**config.mk**
```make
export PLATFORM = sky130hd
export DESIGN_NAME = sgbd_top
export DESIGN_NICKNAME = d
export VERILOG_FILES = /design/src/hw/sgbd_pkg.sv /design/src/hw/sgbd_osc_ready.sv /design/src/hw/sgbd_top.sv
export SDC_FILE = /design/constraint.sdc
export NUM_CORES = 1
export LEC_CHECK = 0
export ABC_CLOCK_PERIOD_IN_PS = 2500
export BUFFER_PORTS_ARGS = -buffer_cell sky130_fd_sc_hd__buf_2
export CORE_MARGIN = 3
export CORE_UTILIZATION = 45
export DETAILED_ROUTE_END_ITERATION = 10
export MAX_ROUTING_LAYER = met4
export PLACE_DENSITY = 0.74
export SETUP_SLACK_MARGIN = 0.3
export SYNTH_ARGS = -nofsm -noshare
export SYNTH_HDL_FRONTEND = slang
export SYNTH_SLANG_ARGS = --single-unit
```
**constraint.sdc**
```tcl
create_clock -name aclk -period 2.5 [get_ports aclk]
set_input_delay 0.25 -clock aclk [delete_from_list [all_inputs] [get_ports aclk]]
set_output_delay 0.25 -clock aclk [all_outputs]
set_load 0.1 [all_outputs]
```
**src/hw/sgbd_pkg.sv**
```systemverilog
// Purpose: Shared constants and types for the sleep gating and backup
//          domain controller.
// Assumes: One system clock; registers on a 32-bit AXI4-Lite slave.
// Notes:   Register offsets are byte addresses.
package sgbd_pkg;
  localparam int unsigned ADDR_W = 8;
  localparam int unsigned PERIPH_W = 19;

  localparam logic [7:0] OFF_SLEEP = 8'h64;
  localparam logic [7:0] OFF_BDC   = 8'h70;
  localparam logic [7:0] OFF_CSR   = 8'h74;

  localparam logic [31:0] SLEEP_RST  = 32'h0007_7930;
  localparam logic [31:0] SLEEP_IMPL = 32'h0007_7931;
  localparam logic [31:0] CSR_RST    = 32'h0E00_0000;

  localparam int unsigned BD_SLOW_EXT_OSC_ENABLE  = 0;
  localparam int unsigned BD_SLOW_EXT_OSC_READY = 1;
  localparam int unsigned BD_SLOW_EXT_OSC_BYPASS = 2;
  localparam int unsigned BD_SEL_LO = 8;
  localparam int unsigned BD_RTC_CLOCK_GATE  = 15;
  localparam int unsigned BD_BACKUP_DOMAIN_SOFT_RESET  = 16;

  localparam int unsigned CS_SLOW_INT_OSC_ENABLE   = 0;
  localparam int unsigned CS_SLOW_INT_OSC_READY  = 1;
  localparam int unsigned CS_RESET_FLAG_REMOVAL    = 24;
  localparam int unsigned CS_FLAG_LO = 25;
  localparam int unsigned FLAG_W     = 7;
  localparam int unsigned FLAG_LPWR  = 6;
  localparam int unsigned FLAG_WWDG  = 5;
  localparam logic [6:0]  FLAG_RST   = 7'h07;

  localparam int unsigned LSE_OFF_CYC = 6;
  localparam int unsigned LSI_OFF_CYC = 3;
  localparam logic [1:0]  BKP_WAIT    = 2'h3;
  localparam logic [1:0]  RESP_OK     = 2'h0;
  localparam logic [1:0]  RESP_ERR    = 2'h2;

  typedef enum logic [1:0] {
    RTC_NONE = 2'h0,
    RTC_LSE  = 2'h1,
    RTC_LSI  = 2'h2,
    RTC_HSE  = 2'h3
  } sgbd_rtc_src_t;

  typedef enum logic [1:0] {
    SEL_NONE  = 2'h0,
    SEL_SLEEP = 2'h1,
    SEL_BDC   = 2'h2,
    SEL_CSR   = 2'h3
  } sgbd_sel_t;

  typedef enum logic [2:0] {
    ST_IDLE = 3'h1,
    ST_WAIT = 3'h2,
    ST_RESP = 3'h4
  } sgbd_bus_t;
endpackage

```
**src/hw/sgbd_osc_ready.sv**
```systemverilog
// Purpose: Ready flag of one low-speed oscillator.
// Assumes: osc_clk is a slow oscillator sampled as a synchronous input.
// Notes:   The flag falls OFF_CYC oscillator edges after the enable drops.
`timescale 1ns/100ps
module sgbd_osc_ready #(
  parameter int unsigned OFF_CYC = 6
) (
  input  wire logic aclk,       // System clock.
  input  wire logic rst_n,      // Synchronous reset, active low.
  input  wire logic osc_en,     // Oscillator enable from software.
  input  wire logic osc_stable, // Oscillator reports stable output.
  input  wire logic osc_clk,    // Sampled oscillator clock.
  output logic      ready       // Oscillator ready flag.
);
  localparam int unsigned CW = $clog2(OFF_CYC + 1);
  localparam logic [CW-1:0] LAST = CW'(OFF_CYC - 1);

  logic          osc_q_r;
  logic [CW-1:0] cnt_r;
  logic          osc_edge;

  assign osc_edge = osc_clk && !osc_q_r;

  always_ff @(posedge aclk) begin
    if (!rst_n) begin
      osc_q_r <= 1'b0;
    end else begin
      osc_q_r <= osc_clk;
    end
  end

  always_ff @(posedge aclk) begin
    if (!rst_n) begin
      ready <= 1'b0;
      cnt_r <= '0;
    end else if (osc_en) begin
      ready <= osc_stable;
      cnt_r <= '0;
    end else if (ready && osc_edge) begin
      if (cnt_r == LAST) begin
        ready <= 1'b0;
        cnt_r <= '0;
      end else begin
        cnt_r <= cnt_r + 1'b1;
      end
    end
  end

  ready_fall_a: assert property (@(posedge aclk) disable iff (!rst_n)
    ready && !osc_en && osc_edge && cnt_r == LAST |=> !ready)
    else $error("ready flag did not fall after the last edge");

  ready_hold_a: assert property (@(posedge aclk) disable iff (!rst_n)
    ready && !osc_en && !(osc_edge && cnt_r == LAST) |=> ready)
    else $error("ready flag fell too early");
endmodule

```
**src/hw/sgbd_top.sv**
```systemverilog
// Purpose: Sleep clock gating and backup domain control registers.
// Assumes: Reset, backup reset and power reset inputs are synchronous.
// Notes:   Oscillator clocks are sampled inputs; rtc_clk is a mux.
// Contract
// Sleep enable 1 keeps a second-bus peripheral clock in Sleep mode.
// Sleep enable register resets to 0x00077930; reserved bits read reset.
// Sleep enable register takes byte, half and word writes, no wait.
// Backup control bits stay locked until the write unlock is set; soft reset bit 16 is written without the unlock.
// Backup bits clear only on backup domain reset, not system reset.
// Soft reset bit 16 holds the whole backup domain in reset.
// RTC gate bit 15 passes the RTC clock when 1.
// Source select: none, slow external, slow internal, fast divided.
// Once a source is chosen, select is frozen until backup reset.
// Bypass bit 2 writes only while slow external oscillator is off.
// Slow external ready flag follows oscillator stability.
// Ready falls six oscillator cycles after the enable clears.
// Enable bit 0 switches the slow external oscillator on and off.
// Backup and status registers add up to 3 waits when successive.
// Status register resets to 0x0E000000; flags only on power reset.
// Low-power reset flag bit 31 sets on event, clears on removal.
// Watchdog reset flag bit 30 sets on event, clears on removal.
// Writing 1 to bit 24 clears every reset flag; 0 does nothing.
// Internal ready falls three oscillator cycles after enable clears.
// Converter sleep enable acts like the others.
//
// The AXI4-Lite interface to the registers was decided locally.
`timescale 1ns/100ps
module sgbd_top #(
  parameter logic [1:0] WAIT_CYC = sgbd_pkg::BKP_WAIT
) (
  input  wire logic                        aclk,          // System clock.
  input  wire logic                        aresetn,       // System reset.
  input  wire logic                        bkp_rst_n,     // Backup reset.
  input  wire logic                        por_n,         // Power reset.
  input  wire logic [sgbd_pkg::ADDR_W-1:0] s_axi_awaddr,  // Write address.
  input  wire logic                        s_axi_awvalid, // Address valid.
  output logic                             s_axi_awready, // Address ready.
  input  wire logic [31:0]                 s_axi_wdata,   // Write data.
  input  wire logic [3:0]                  s_axi_wstrb,   // Byte strobes.
  input  wire logic                        s_axi_wvalid,  // Data valid.
  output logic                             s_axi_wready,  // Data ready.
  output logic [1:0]                       s_axi_bresp,   // Write resp.
  output logic                             s_axi_bvalid,  // Resp valid.
  input  wire logic                        s_axi_bready,  // Resp ready.
  input  wire logic [sgbd_pkg::ADDR_W-1:0] s_axi_araddr,  // Read address.
  input  wire logic                        s_axi_arvalid, // Address valid.
  output logic                             s_axi_arready, // Address ready.
  output logic [31:0]                      s_axi_rdata,   // Read data.
  output logic [1:0]                       s_axi_rresp,   // Read resp.
  output logic                             s_axi_rvalid,  // Data valid.
  input  wire logic                        s_axi_rready,  // Data ready.
  input  wire logic                        sleep_mode,    // Core sleeps.
  input  wire logic                        backup_write_unlock, // Unlock.
  input  wire logic [sgbd_pkg::FLAG_W-1:0] rst_cause_evt, // Cause pulses.
  input  wire logic                        slow_ext_osc_stable, // Stable.
  input  wire logic                        slow_ext_osc_clk,    // Clock.
  input  wire logic                        slow_int_osc_stable, // Stable.
  input  wire logic                        slow_int_osc_clk,    // Clock.
  input  wire logic                        fast_ext_div_clk,    // Divided.
  output logic [sgbd_pkg::PERIPH_W-1:0]    periph_clk_run, // Clock runs.
  output logic                             slow_ext_osc_enable, // SLOW_EXTERNAL_OSCILLATOR on.
  output logic                             slow_ext_osc_bypass, // Bypass.
  output logic                             slow_int_osc_enable, // SLOW_INTERNAL_OSCILLATOR on.
  output logic [1:0]                       rtc_source_select,   // Source.
  output logic                             rtc_clk,       // RTC clock.
  output logic                             bkp_domain_rst // Domain reset.
);
  ////////////////////////////////////////////////////////////////////////
  function automatic sgbd_pkg::sgbd_sel_t dec(
    input logic [sgbd_pkg::ADDR_W-1:0] a
  );
    if (a == sgbd_pkg::OFF_SLEEP) begin
      dec = sgbd_pkg::SEL_SLEEP;
    end else if (a == sgbd_pkg::OFF_BDC) begin
      dec = sgbd_pkg::SEL_BDC;
    end else if (a == sgbd_pkg::OFF_CSR) begin
      dec = sgbd_pkg::SEL_CSR;
    end else begin
      dec = sgbd_pkg::SEL_NONE;
    end
  endfunction

  function automatic logic [31:0] merge(
    input logic [31:0] old_v,
    input logic [31:0] new_v,
    input logic [3:0]  strb
  );
    merge = old_v;
    for (int b = 0; b < 4; b++) begin
      if (strb[b]) begin
        merge[8*b +: 8] = new_v[8*b +: 8];
      end
    end
  endfunction

  ////////////////////////////////////////////////////////////////////////
  sgbd_pkg::sgbd_bus_t         wst_r;
  sgbd_pkg::sgbd_bus_t         rst_r;
  logic                        aw_have_r;
  logic                        w_have_r;
  logic [sgbd_pkg::ADDR_W-1:0] awaddr_r;
  logic [sgbd_pkg::ADDR_W-1:0] araddr_r;
  logic [31:0]                 wdata_r;
  logic [3:0]                  wstrb_r;
  logic [1:0]                  wcnt_r;
  logic [1:0]                  rcnt_r;
  logic                        bkp_last_r;
  sgbd_pkg::sgbd_sel_t         wsel;
  sgbd_pkg::sgbd_sel_t         rsel;
  logic                        wr_do;
  logic                        rd_do;
  logic                        w_bkp;
  logic                        r_bkp;
  logic [31:0]                 sleep_r;
  logic                        slow_ext_osc_enable_r;
  logic                        slow_ext_osc_bypass_r;
  logic [1:0]                  rtc_source_select_r;
  logic                        rtc_clock_gate_r;
  logic                        backup_domain_soft_reset_r;
  logic                        slow_int_osc_enable_r;
  logic [sgbd_pkg::FLAG_W-1:0] flags_r;
  logic                        lse_rdy;
  logic                        lsi_rdy;
  logic [31:0]                 bdc_img;
  logic [31:0]                 csr_img;
  logic [31:0]                 rd_img;
  logic [31:0]                 wd;
  logic                        wr_sleep;
  logic                        wr_bdc;
  logic                        wr_csr;
  logic                        rmv;

  assign wsel  = dec(awaddr_r);
  assign rsel  = dec(araddr_r);
  assign w_bkp = wsel == sgbd_pkg::SEL_BDC || wsel == sgbd_pkg::SEL_CSR;
  assign r_bkp = rsel == sgbd_pkg::SEL_BDC || rsel == sgbd_pkg::SEL_CSR;
  assign wr_do = wst_r == sgbd_pkg::ST_WAIT && wcnt_r == '0;
  assign rd_do = rst_r == sgbd_pkg::ST_WAIT && rcnt_r == '0;

  assign s_axi_awready = wst_r == sgbd_pkg::ST_IDLE && !aw_have_r;
  assign s_axi_wready  = wst_r == sgbd_pkg::ST_IDLE && !w_have_r;
  assign s_axi_bvalid  = wst_r == sgbd_pkg::ST_RESP;
  assign s_axi_arready = rst_r == sgbd_pkg::ST_IDLE;
  assign s_axi_rvalid  = rst_r == sgbd_pkg::ST_RESP;

  ////////////////////////////////////////////////////////////////////////
  // Write channel: address and data are caught in either order.
  always_ff @(posedge aclk) begin
    if (!aresetn) begin
      wst_r       <= sgbd_pkg::ST_IDLE;
      aw_have_r   <= 1'b0;
      w_have_r    <= 1'b0;
      awaddr_r    <= '0;
      wdata_r     <= '0;
      wstrb_r     <= '0;
      wcnt_r      <= '0;
      s_axi_bresp <= sgbd_pkg::RESP_OK;
    end else begin
      unique case (wst_r)
        sgbd_pkg::ST_IDLE: begin
          if (s_axi_awvalid && s_axi_awready) begin
            aw_have_r <= 1'b1;
            awaddr_r  <= s_axi_awaddr;
          end
          if (s_axi_wvalid && s_axi_wready) begin
            w_have_r <= 1'b1;
            wdata_r  <= s_axi_wdata;
            wstrb_r  <= s_axi_wstrb;
          end
          if (aw_have_r && w_have_r) begin
            aw_have_r <= 1'b0;
            w_have_r  <= 1'b0;
            wst_r     <= sgbd_pkg::ST_WAIT;
            wcnt_r    <= (w_bkp && bkp_last_r) ? WAIT_CYC : '0;
          end
        end
        sgbd_pkg::ST_WAIT: begin
          if (wcnt_r == '0) begin
            wst_r       <= sgbd_pkg::ST_RESP;
            s_axi_bresp <= (wsel == sgbd_pkg::SEL_NONE) ?
                           sgbd_pkg::RESP_ERR : sgbd_pkg::RESP_OK;
          end else begin
            wcnt_r <= wcnt_r - 1'b1;
          end
        end
        sgbd_pkg::ST_RESP: begin
          if (s_axi_bready) begin
            wst_r <= sgbd_pkg::ST_IDLE;
          end
        end
        default: begin
          wst_r <= sgbd_pkg::ST_IDLE;
        end
      endcase
    end
  end

  // Read channel.
  always_ff @(posedge aclk) begin
    if (!aresetn) begin
      rst_r       <= sgbd_pkg::ST_IDLE;
      araddr_r    <= '0;
      rcnt_r      <= '0;
      s_axi_rdata <= '0;
      s_axi_rresp <= sgbd_pkg::RESP_OK;
    end else begin
      unique case (rst_r)
        sgbd_pkg::ST_IDLE: begin
          if (s_axi_arvalid) begin
            araddr_r <= s_axi_araddr;
            rst_r    <= sgbd_pkg::ST_WAIT;
            rcnt_r   <= (dec(s_axi_araddr) == sgbd_pkg::SEL_BDC ||
                         dec(s_axi_araddr) == sgbd_pkg::SEL_CSR) &&
                        bkp_last_r ? WAIT_CYC : '0;
          end
        end
        sgbd_pkg::ST_WAIT: begin
          if (rcnt_r == '0) begin
            rst_r       <= sgbd_pkg::ST_RESP;
            s_axi_rdata <= rd_img;
            s_axi_rresp <= (rsel == sgbd_pkg::SEL_NONE) ?
                           sgbd_pkg::RESP_ERR : sgbd_pkg::RESP_OK;
          end else begin
            rcnt_r <= rcnt_r - 1'b1;
          end
        end
        sgbd_pkg::ST_RESP: begin
          if (s_axi_rready) begin
            rst_r <= sgbd_pkg::ST_IDLE;
          end
        end
        default: begin
          rst_r <= sgbd_pkg::ST_IDLE;
        end
      endcase
    end
  end

  // Remembers whether the last finished access hit a backup register.
  always_ff @(posedge aclk) begin
    if (!aresetn) begin
      bkp_last_r <= 1'b0;
    end else if (wr_do || rd_do) begin
      bkp_last_r <= (wr_do && w_bkp) || (rd_do && r_bkp);
    end
  end

  ////////////////////////////////////////////////////////////////////////
  always_comb begin
    bdc_img = '0;
    bdc_img[sgbd_pkg::BD_SLOW_EXT_OSC_ENABLE]       = slow_ext_osc_enable_r;
    bdc_img[sgbd_pkg::BD_SLOW_EXT_OSC_READY]      = lse_rdy;
    bdc_img[sgbd_pkg::BD_SLOW_EXT_OSC_BYPASS]      = slow_ext_osc_bypass_r;
    bdc_img[sgbd_pkg::BD_SEL_LO +: 2] = rtc_source_select_r;
    bdc_img[sgbd_pkg::BD_RTC_CLOCK_GATE]       = rtc_clock_gate_r;
    bdc_img[sgbd_pkg::BD_BACKUP_DOMAIN_SOFT_RESET]       = backup_domain_soft_reset_r;
    csr_img = '0;
    csr_img[sgbd_pkg::CS_SLOW_INT_OSC_ENABLE]  = slow_int_osc_enable_r;
    csr_img[sgbd_pkg::CS_SLOW_INT_OSC_READY] = lsi_rdy;
    csr_img[sgbd_pkg::CS_FLAG_LO +: sgbd_pkg::FLAG_W] = flags_r;
  end

  always_comb begin
    unique case (rsel)
      sgbd_pkg::SEL_SLEEP: rd_img = sleep_r;
      sgbd_pkg::SEL_BDC:   rd_img = bdc_img;
      sgbd_pkg::SEL_CSR:   rd_img = csr_img;
      sgbd_pkg::SEL_NONE:  rd_img = '0;
    endcase
  end

  assign wr_sleep = wr_do && wsel == sgbd_pkg::SEL_SLEEP;
  assign wr_bdc   = wr_do && wsel == sgbd_pkg::SEL_BDC;
  assign wr_csr   = wr_do && wsel == sgbd_pkg::SEL_CSR;
  assign wd = merge(wsel == sgbd_pkg::SEL_BDC ? bdc_img :
                    wsel == sgbd_pkg::SEL_CSR ? csr_img : sleep_r,
                    wdata_r, wstrb_r);
  assign rmv = wr_csr && wd[sgbd_pkg::CS_RESET_FLAG_REMOVAL];

  // Sleep enables; unimplemented bits stay at their reset value of zero.
  always_ff @(posedge aclk) begin
    if (!aresetn) begin
      sleep_r <= sgbd_pkg::SLEEP_RST;
    end else if (wr_sleep) begin
      sleep_r <= wd & sgbd_pkg::SLEEP_IMPL;
    end
  end

  for (genvar i = 0; i < sgbd_pkg::PERIPH_W; i++) begin : g_run
    always_ff @(posedge aclk) begin
      if (!aresetn) begin
        periph_clk_run[i] <= sgbd_pkg::SLEEP_IMPL[i];
      end else begin
        periph_clk_run[i] <= sgbd_pkg::SLEEP_IMPL[i] &&
                             (!sleep_mode || sleep_r[i]);
      end
    end
  end

  ////////////////////////////////////////////////////////////////////////
  // Backup domain: untouched by the system reset.
  always_ff @(posedge aclk) begin
    if (!bkp_rst_n) begin
      backup_domain_soft_reset_r <= 1'b0;
    end else if (wr_bdc) begin
      backup_domain_soft_reset_r <= wd[sgbd_pkg::BD_BACKUP_DOMAIN_SOFT_RESET];
    end
  end

  always_ff @(posedge aclk) begin
    if (!bkp_rst_n || backup_domain_soft_reset_r) begin
      slow_ext_osc_enable_r  <= 1'b0;
      slow_ext_osc_bypass_r <= 1'b0;
      rtc_source_select_r <= sgbd_pkg::RTC_NONE;
      rtc_clock_gate_r  <= 1'b0;
    end else if (wr_bdc && backup_write_unlock) begin
      slow_ext_osc_enable_r <= wd[sgbd_pkg::BD_SLOW_EXT_OSC_ENABLE];
      rtc_clock_gate_r <= wd[sgbd_pkg::BD_RTC_CLOCK_GATE];
      if (!slow_ext_osc_enable_r) begin
        slow_ext_osc_bypass_r <= wd[sgbd_pkg::BD_SLOW_EXT_OSC_BYPASS];
      end
      if (rtc_source_select_r == sgbd_pkg::RTC_NONE) begin
        rtc_source_select_r <= wd[sgbd_pkg::BD_SEL_LO +: 2];
      end
    end
  end

  // Status register: enable by system reset, flags by power reset only.
  always_ff @(posedge aclk) begin
    if (!aresetn) begin
      slow_int_osc_enable_r <= sgbd_pkg::CSR_RST[sgbd_pkg::CS_SLOW_INT_OSC_ENABLE];
    end else if (wr_csr) begin
      slow_int_osc_enable_r <= wd[sgbd_pkg::CS_SLOW_INT_OSC_ENABLE];
    end
  end

  // A cause event in the clearing cycle still sets its flag.
  always_ff @(posedge aclk) begin
    if (!por_n) begin
      flags_r <= sgbd_pkg::FLAG_RST;
    end else begin
      flags_r <= (flags_r & ~{sgbd_pkg::FLAG_W{rmv}}) |
                 rst_cause_evt;
    end
  end

  sgbd_osc_ready #(
    .OFF_CYC (sgbd_pkg::LSE_OFF_CYC)
  ) u_lse_rdy (
    .aclk       (aclk),
    .rst_n      (bkp_rst_n && !backup_domain_soft_reset_r),
    .osc_en     (slow_ext_osc_enable_r),
    .osc_stable (slow_ext_osc_stable),
    .osc_clk    (slow_ext_osc_clk),
    .ready      (lse_rdy)
  );

  sgbd_osc_ready #(
    .OFF_CYC (sgbd_pkg::LSI_OFF_CYC)
  ) u_lsi_rdy (
    .aclk       (aclk),
    .rst_n      (aresetn),
    .osc_en     (slow_int_osc_enable_r),
    .osc_stable (slow_int_osc_stable),
    .osc_clk    (slow_int_osc_clk),
    .ready      (lsi_rdy)
  );

  always_comb begin
    unique case (rtc_source_select_r)
      sgbd_pkg::RTC_NONE: rtc_clk = 1'b0;
      sgbd_pkg::RTC_LSE:  rtc_clk = rtc_clock_gate_r && slow_ext_osc_clk;
      sgbd_pkg::RTC_LSI:  rtc_clk = rtc_clock_gate_r && slow_int_osc_clk;
      sgbd_pkg::RTC_HSE:  rtc_clk = rtc_clock_gate_r && fast_ext_div_clk;
    endcase
  end

  assign slow_ext_osc_enable = slow_ext_osc_enable_r;
  assign slow_ext_osc_bypass = slow_ext_osc_bypass_r;
  assign slow_int_osc_enable = slow_int_osc_enable_r;
  assign rtc_source_select   = rtc_source_select_r;
  assign bkp_domain_rst      = backup_domain_soft_reset_r || !bkp_rst_n;

  ////////////////////////////////////////////////////////////////////////
  sleep_gate_a: assert property (@(posedge aclk) disable iff (!aresetn)
    sleep_mode |=> periph_clk_run ==
    ($past(sleep_r[sgbd_pkg::PERIPH_W-1:0]) &
     sgbd_pkg::SLEEP_IMPL[sgbd_pkg::PERIPH_W-1:0]))
    else $error("peripheral clock in sleep differs from its enable");

  reserved_zero_a: assert property (@(posedge aclk) disable iff (!aresetn)
    (sleep_r & ~sgbd_pkg::SLEEP_IMPL) == '0)
    else $error("reserved sleep enable bit set");

  sleep_nowait_a: assert property (@(posedge aclk) disable iff (!aresetn)
    wst_r == sgbd_pkg::ST_IDLE && aw_have_r && w_have_r &&
    wsel == sgbd_pkg::SEL_SLEEP |-> ##2 s_axi_bvalid)
    else $error("sleep enable write was delayed");

  bkp_lock_a: assert property (@(posedge aclk) disable iff (!bkp_rst_n)
    wr_bdc && !backup_write_unlock && !backup_domain_soft_reset_r |=>
    $stable(rtc_clock_gate_r) && $stable(slow_ext_osc_enable_r) && $stable(rtc_source_select_r))
    else $error("locked backup bit changed");

  bkp_keep_a: assert property (@(posedge aclk) disable iff (!bkp_rst_n)
    !aresetn && !backup_domain_soft_reset_r |=> $stable(rtc_source_select_r) && $stable(rtc_clock_gate_r))
    else $error("system reset touched backup bits");

  soft_reset_a: assert property (@(posedge aclk) disable iff (!bkp_rst_n)
    backup_domain_soft_reset_r |=> !slow_ext_osc_enable_r && !rtc_clock_gate_r && rtc_source_select_r == '0)
    else $error("backup soft reset did not clear domain");

  rtc_gate_a: assert property (@(posedge aclk)
    !rtc_clock_gate_r |-> !rtc_clk)
    else $error("rtc clock passed while gated");

  sel_lock_a: assert property (@(posedge aclk) disable iff (!bkp_rst_n)
    rtc_source_select_r != '0 && !backup_domain_soft_reset_r |=> $stable(rtc_source_select_r))
    else $error("rtc source changed after selection");

  bypass_lock_a: assert property (@(posedge aclk) disable iff (!bkp_rst_n)
    slow_ext_osc_enable_r && !backup_domain_soft_reset_r |=> $stable(slow_ext_osc_bypass_r))
    else $error("bypass changed while oscillator on");

  bkp_wait_a: assert property (@(posedge aclk) disable iff (!aresetn)
    wst_r == sgbd_pkg::ST_IDLE && aw_have_r && w_have_r && w_bkp
    |-> ##[2:5] s_axi_bvalid)
    else $error("backup write waited out of range");

  flag_set_a: assert property (@(posedge aclk) disable iff (!por_n)
    rst_cause_evt[sgbd_pkg::FLAG_LPWR] |=>
    flags_r[sgbd_pkg::FLAG_LPWR])
    else $error("low-power flag not set");

  wwdg_set_a: assert property (@(posedge aclk) disable iff (!por_n)
    rst_cause_evt[sgbd_pkg::FLAG_WWDG] |=>
    flags_r[sgbd_pkg::FLAG_WWDG])
    else $error("watchdog flag not set");

  flag_clear_a: assert property (@(posedge aclk) disable iff (!por_n)
    rmv && rst_cause_evt == '0 |=> flags_r == '0)
    else $error("removal write left flags set");

  cov_sleep_wr: cover property (@(posedge aclk) wr_sleep);
  cov_bkp_wait: cover property (@(posedge aclk) wcnt_r == WAIT_CYC);
  cov_rtc_run: cover property (@(posedge aclk) rtc_clock_gate_r && rtc_clk);
  cov_rmv: cover property (@(posedge aclk) rmv && flags_r != '0);
endmodule

```
# Yosys cells after proc, flatten, opt, wreduce, memory -nomap -nowiden
# Cells that the tools add are included.
word_totals:
  ff_bits: 139
  inputBits: 75
  output_inout_bits: 67
  word_cells: 227
op_classes:
  add_sub_neg: 4
  eq_ne: 38
  mux: 50
  n_bitwise: 6
  n_reduce_logical: 86
ops:
  columns: ["operator", "count"]
  rows:
  - ["$pmux 32 s4", 1]
  - ["$eq 8x7->1 const B", 9]
  - ["$mux 2", 21]
  - ["$reduce_and 2->1", 14]
  - ["$mux 25", 1]
  - ["$logic_and 1x1->1", 24]
  - ["$mux 3", 8]
  - ["$mux 19", 1]
  - ["$eq 2x2->1 const B", 9]
  - ["$pmux 3 s3", 2]
  - ["$reduce_and 3->1", 6]
  - ["$logic_or 1x1->1", 17]
  - ["$reduce_bool 2->1", 8]
  - ["$mux 1", 11]
  - ["$logic_not 2->1", 5]
  - ["$ne 2x1->1 const B", 5]
  - ["$ne 2x2->1 const B", 5]
  - ["$eq 3x3->1 const B", 3]
  - ["$reduce_bool 3->1", 3]
  - ["$mux 8", 1]
  - ["$pmux 2 s2", 2]
  - ["$and 7x7->7", 1]
  - ["$logic_not 1->1", 7]
  - ["$not 7->7", 1]
  - ["other kinds (11)", 19]

# Longest topological paths before layout
logic_depth:
  word_depth: 13
  mapped_depth: 7
  mapped_depth_nobuf: 6

# Cells and area by module
# A second synthesis with hierarchy kept.
unflattened:
  cells_unflattened: 546
  area_unflattened_um2: 4933.5
modules_own_cells:
  columns: ["mod", "n_inst", "cells_per_inst", "area_each_um2", "seq_area_each_um2"]
  rows:
  - ["sgbd_top", 1, 509, 4518.1, 2162.1]
  - ["sgbd_osc_ready at u_lse_rdy", 1, 21, 234.0, 100.1]
  - ["sgbd_osc_ready at u_lsi_rdy", 1, 16, 181.4, 80.1]

# Worst setup path before layout
# No wires, ideal clock.
synth_timing:
  kind: "register to register"
  start: "reg rst_r[0]"
  end: "reg araddr_r[0] (netlist name)"
  arrival_time_ns: 3.509
  slack_ns: -1.125
  stages_incl_launch_ff: 6
  n_path_buf: 1
  period_less_slack_ns: 3.625
  path_cell_list: "dfxtp_1 > nor3b_1 > and2_1 > buf_2 > mux2i_1 > nor2b_1"
synth_between:
  elab_chain_len: 2
synth_lines:
  columns: ["item", "line_no", "rtl"]
  rows:
  - ["start, declared", "sgbd_top.sv:98", "sgbd_pkg::sgbd_bus_t rst_r;"]
  - ["start signal, assigned", "sgbd_top.sv:201", "rst_r <= sgbd_pkg::ST_IDLE;"]
  - ["start signal, assigned", "sgbd_top.sv:211", "rst_r <= sgbd_pkg::ST_WAIT;"]
  - ["start signal, assigned", "sgbd_top.sv:219", "rst_r <= sgbd_pkg::ST_RESP;"]
  - ["$eq 3x1->1", null, null]
  - ["net s_axi_arready", "sgbd_top.sv:47", "output logic s_axi_arready,"]
  - ["$reduce_and 2->1 (no line)", null, null]
  - ["end signal, assigned", "sgbd_top.sv:210", "araddr_r <= s_axi_araddr;"]
  - ["end, declared", "sgbd_top.sv:102", "logic [sgbd_pkg::ADDR_W-1:0] araddr_r;"]
# The timed path passes the listed nets, and every way through them passes these cells.
# A chain may end at the register's enable or synchronous reset.

# Worst setup path after layout
layout_timing:
  start: "reg wst_r[1]"
  end: "out s_axi_wready"
layout_between:
  elab_chain_len: 2
layout_lines:
  columns: ["item", "line_no", "rtl"]
  rows:
  - ["start, declared", "sgbd_top.sv:97", "sgbd_pkg::sgbd_bus_t wst_r;"]
  - ["start signal, assigned", "sgbd_top.sv:150", "wst_r <= sgbd_pkg::ST_IDLE;"]
  - ["start signal, assigned", "sgbd_top.sv:173", "wst_r <= sgbd_pkg::ST_WAIT;"]
  - ["start signal, assigned", "sgbd_top.sv:179", "wst_r <= sgbd_pkg::ST_RESP;"]
  - ["$eq 3x1->1", "sgbd_top.sv:141", "assign s_axi_wready = wst_r == sgbd_pkg::ST_IDLE && !w_have_r;"]
  - ["$logic_and 1x1->1", "sgbd_top.sv:141", null]
  - ["end, declared", "sgbd_top.sv:41", "output logic s_axi_wready,"]
# No other way between the ends.

==> flow_summary.rst <==
.. list-table::
   :header-rows: 1

   * - Metric
     - Value
   * - TritonCTS clock tree
     - built
   * - Io pins
     - 142
   * - Number of H-tree branching levels
     - 4
   * - Number of buffers inserted by post-CTS setup repair
     - 0
   * - Time the final worst path needs with I/O delays and setup
     - 2.11 ns
   * - Number of input and output port buffers inserted
     - 104
   * - Number of flops mapped to enable cells by yosys
     - 0
   * - Largest net degree at the start of global routing
     - 45
   * - Total area of multi-input combinational cells
     - 2360 µm²
   * - Reg area
     - 2350 µm²
   * - Post-synthesis instance area
     - 4910 µm²
   * - Number of warnings printed during yosys synthesis
     - 0
   * - CP Cell Sequence
     - or3b_4 > nor2_2 > buf_2
   * - DR pass1 iterations
     - 7
   * - RSZ-0062 raised after global routing
     - no
   * - Leading post-synthesis cells by cell area
     - sky130_fd_sc_hd__dfxtp_1 (48%), sky130_fd_sc_hd__nand2_1 (6.1%), sky130_fd_sc_hd__a21oi_1 (3.2%)
   * - Worst path arrival time
     - 1.86 ns
   * - Final worst-path setup slack
     - 0.388 ns
   * - Kind of launch point of the worst setup path
     - flop
   * - Skew-Pair Late Insertion Delay
     - 0.51 ns
   * - Ratio of routed vias to standard cells
     - 5.25
   * - Initial cell density of the core
     - 46.9%
   * - Tot GR Track Use
     - 20.7%
   * - Remaining global-route overflow
     - 0
   * - Worst ir drop on vdd
     - 0.395 mV
   * - Clock tree root driver cell
     - sky130_fd_sc_hd__clkbuf_8
   * - Library cell with the largest summed area after synthesis
     - sky130_fd_sc_hd__dfxtp_1
   * - DR vias
     - 4,309
   * - Number of remaining DRC errors
     - 0
   * - Cell type group with the largest total delay on the critical path
     - simple AND/OR/NAND/NOR gates
   * - Post-synthesis instance total
     - 538
   * - Highest Clock Rate
     - 0.473 GHz
   * - Leakage power
     - 0.00266 µW
   * - Antenna-violating nets left
     - 0
   * - Max stage delay cell, worst path
     - sky130_fd_sc_hd__or3b_4
   * - Largest stage delay on the critical path
     - 0.45 ns
   * - Post-Place Setup Slack
     - 0.595 ns
   * - Area growth from synthesis to layout
     - 30.5%
   * - Mean post-synth cell area
     - 9.12 µm²
   * - Clock edge transition at the registers on the reported setup and hold paths
     - 0.05 ns
   * - Final Wtd Congestion
     - 0.859
   * - Register-to-Register Path Depth
     - 6
   * - HPWL after detailed placement
     - 8570 µm
   * - Share of the synthesized area in the top cell type
     - 47.7%
   * - Antenna diode count
     - 0
   * - Initial antenna violation count
     - 0
   * - Post-synth top flop
     - sky130_fd_sc_hd__dfxtp_1
   * - Type of the worst min-delay path
     - in -> reg
   * - Die ar.
     - 12,200 µm²
   * - CP Class
     - reg -> out
   * - Commonest cells in the synthesized netlist
     - sky130_fd_sc_hd__dfxtp_1 (117), sky130_fd_sc_hd__nand2_1 (80), sky130_fd_sc_hd__a21oi_1 (31)
   * - Deepest clock path buffer count
     - 2
   * - Power density over the cells
     - 766 nW/µm²
   * - Total number of cells along the worst setup path
     - 3
   * - Core region area
     - 10,500 µm²
   * - First-pass GRT wire length
     - 20,300 µm
   * - Std-Cell Rows
     - 37
   * - CP Max Fanout
     - 7
   * - Portion of the post-synthesis area used by sequential elements
     - 47.7%
   * - Worst path buffer plus inverter count
     - 1
   * - Hold Path Cell Cnt
     - 3
   * - Critical path data required time
     - 2.25 ns
   * - Layout cell share with drive strength beyond 1
     - 27.0%
   * - Period utilisation layout
     - 84.5%
   * - Share of async-settable or async-resettable flops after synthesis
     - 0%
   * - Number of synthesized register bits
     - 117
   * - Overall power
     - 4910 µW
   * - Vias in the first global route
     - 4,226
   * - Number of inserted filler cells in the final layout
     - 923
   * - Number of distinct library cells after synthesis
     - 61
   * - Count of final setup violators
     - 0
   * - Height of the chip
     - 110 µm
   * - Overall routed net length
     - 12,200 µm
   * - CP endpoint kind
     - primary output
   * - # Max-Cap Violations
     - 0
   * - Total count of hold-check failures in the final report
     - 0
   * - Relative slew slack
     - 52.3%
   * - Detailed-route wire length per cell
     - 14.9 µm
   * - Transition time at the pin with the least slew margin
     - 0.713 ns
   * - Max-slew violation total from the final report
     - 0
   * - Layout Skew
     - 0.0112 ns
   * - Clk sinks
     - 117
   * - X dimension of the die
     - 110 µm
   * - Result of the run
     - finished, final reports clean
   * - Count of routing violations after the opening detailed-route iteration
     - 348
   * - Number of buffers inserted during clock tree synthesis
     - 17
   * - Number of nets in the layout
     - 750
   * - Top-count cell post-synth
     - sky130_fd_sc_hd__dfxtp_1
   * - Total Neg Setup Slack
     - 0 ns
-- metal layers --
layer	share of wire (%)	vias up	global-route usage [%]
li1	-	2135	-
met3	6.0	12	4.88
met4	1.1	0	5.58
met1	44	1998	25.0
met5	0	-	-
met2	49	164	34.7
-- sequential cells by signal, indices dropped and copies added, names as in the netlist, 3 cells and up --
signal           count
s_axi_rdata         22
wdata_r             15
periph_clk_run      11
sleep_r             11
araddr_r             8
awaddr_r             8
flags_r              7
wstrb_r              4
rst_r                3
u_lse_rdy.cnt_r      3
wst_r                3
-- worst min-delay path, stage by stage --
cell	delay, ns
sky130_fd_sc_hd__buf_2	0.09
sky130_fd_sc_hd__a21oi_1	0.05
sky130_fd_sc_hd__nor2b_1	0.10
-- worst paths after layout --
kind / from / to / slack, ns
worst max-delay path: wst_r[1] / s_axi_wready / 0.39
worst min-delay path: s_axi_araddr[2] / araddr_r[2] / 0.02
worst max register to register: rcnt_r[0] / rcnt_r[0] / 0.60
worst min register to register: s_axi_rdata[13] / s_axi_rdata[13] / 0.45
-- where the power goes --
part	switching, µW	total [µW]	internal (µW)
Sequential	57.0	1990	1930
Combinational	401	574	173
Clock	793	2350	1550
-- placed cells by master, fill, tap and decap left out, drive strengths merged, types with 4 or more instances in the layout --
master and n:
a21boi 28, a21oi 31, a221oi 4, a22o 9, a32o 4, and2 8, and3 4, and4 4
buf 109, clkbuf 21, clkinv 5, conb 20, dfxtp 117, dlygate4sd3 33, inv 14, mux2i 9
nand2 80, nand2b 6, nand3 29, nand3b 8, nor2 19, nor2b 16, nor3 10, nor3b 9
nor4b 4, o21ai 26, o221a 4, or2 10, or3b 5
-- cell type report --
| type | count | area share, % |
|---|---|---|
| Timing Repair Buffer | 142 | 13.9 |
| Clock buffer | 21 | 7.01 |
| Tap cell | 136 | 2.66 |
| Multi-Input combinational cell | 381 | 36.9 |
| Inverter | 14 | 0.820 |
| Sequential cell | 117 | 36.6 |
| Clock inverter | 10 | 2.03 |
-- metrics by stage --
| stage | util, % | std cells | hold slack [ns] | cell area (µm²) |
|---|---|---|---|---|
| 2_1_floorplan | - | 557 | 0.333 | 5020 |
| 3_3_place_gp | 52.5 | 757 | 0.443 | 5490 |
| 3_5_place_dp | 52.5 | 757 | 0.442 | 5490 |
| 4_1_cts | 61.2 | 821 | 0.00611 | 6400 |
| 5_1_grt | 61.2 | 821 | 0.0240 | 6400 |
| 6_report | 61.2 | 821 | 0.0154 | 6400 |
-- timing repair --
item	4_1_cts	5_1_grt
resized for setup	1	0
setup endpoints to repair	1	0
endpoints found under the hold margin	32	0
hold buffers	33	0
-- cell families after synthesis --
logic type,after synthesis,synth area share [%]
other,1,0.0764
DFF,117,47.7
and+or+nand+nor,224,25.1
xor gates and xnor gates,1,0.178
AOI/OAI and AO/OA,123,17.8
buffers and inverters,59,6.35
muxes,11,2.29
adders and majority gates,2,0.510
(Power assumes the default switching activity.)
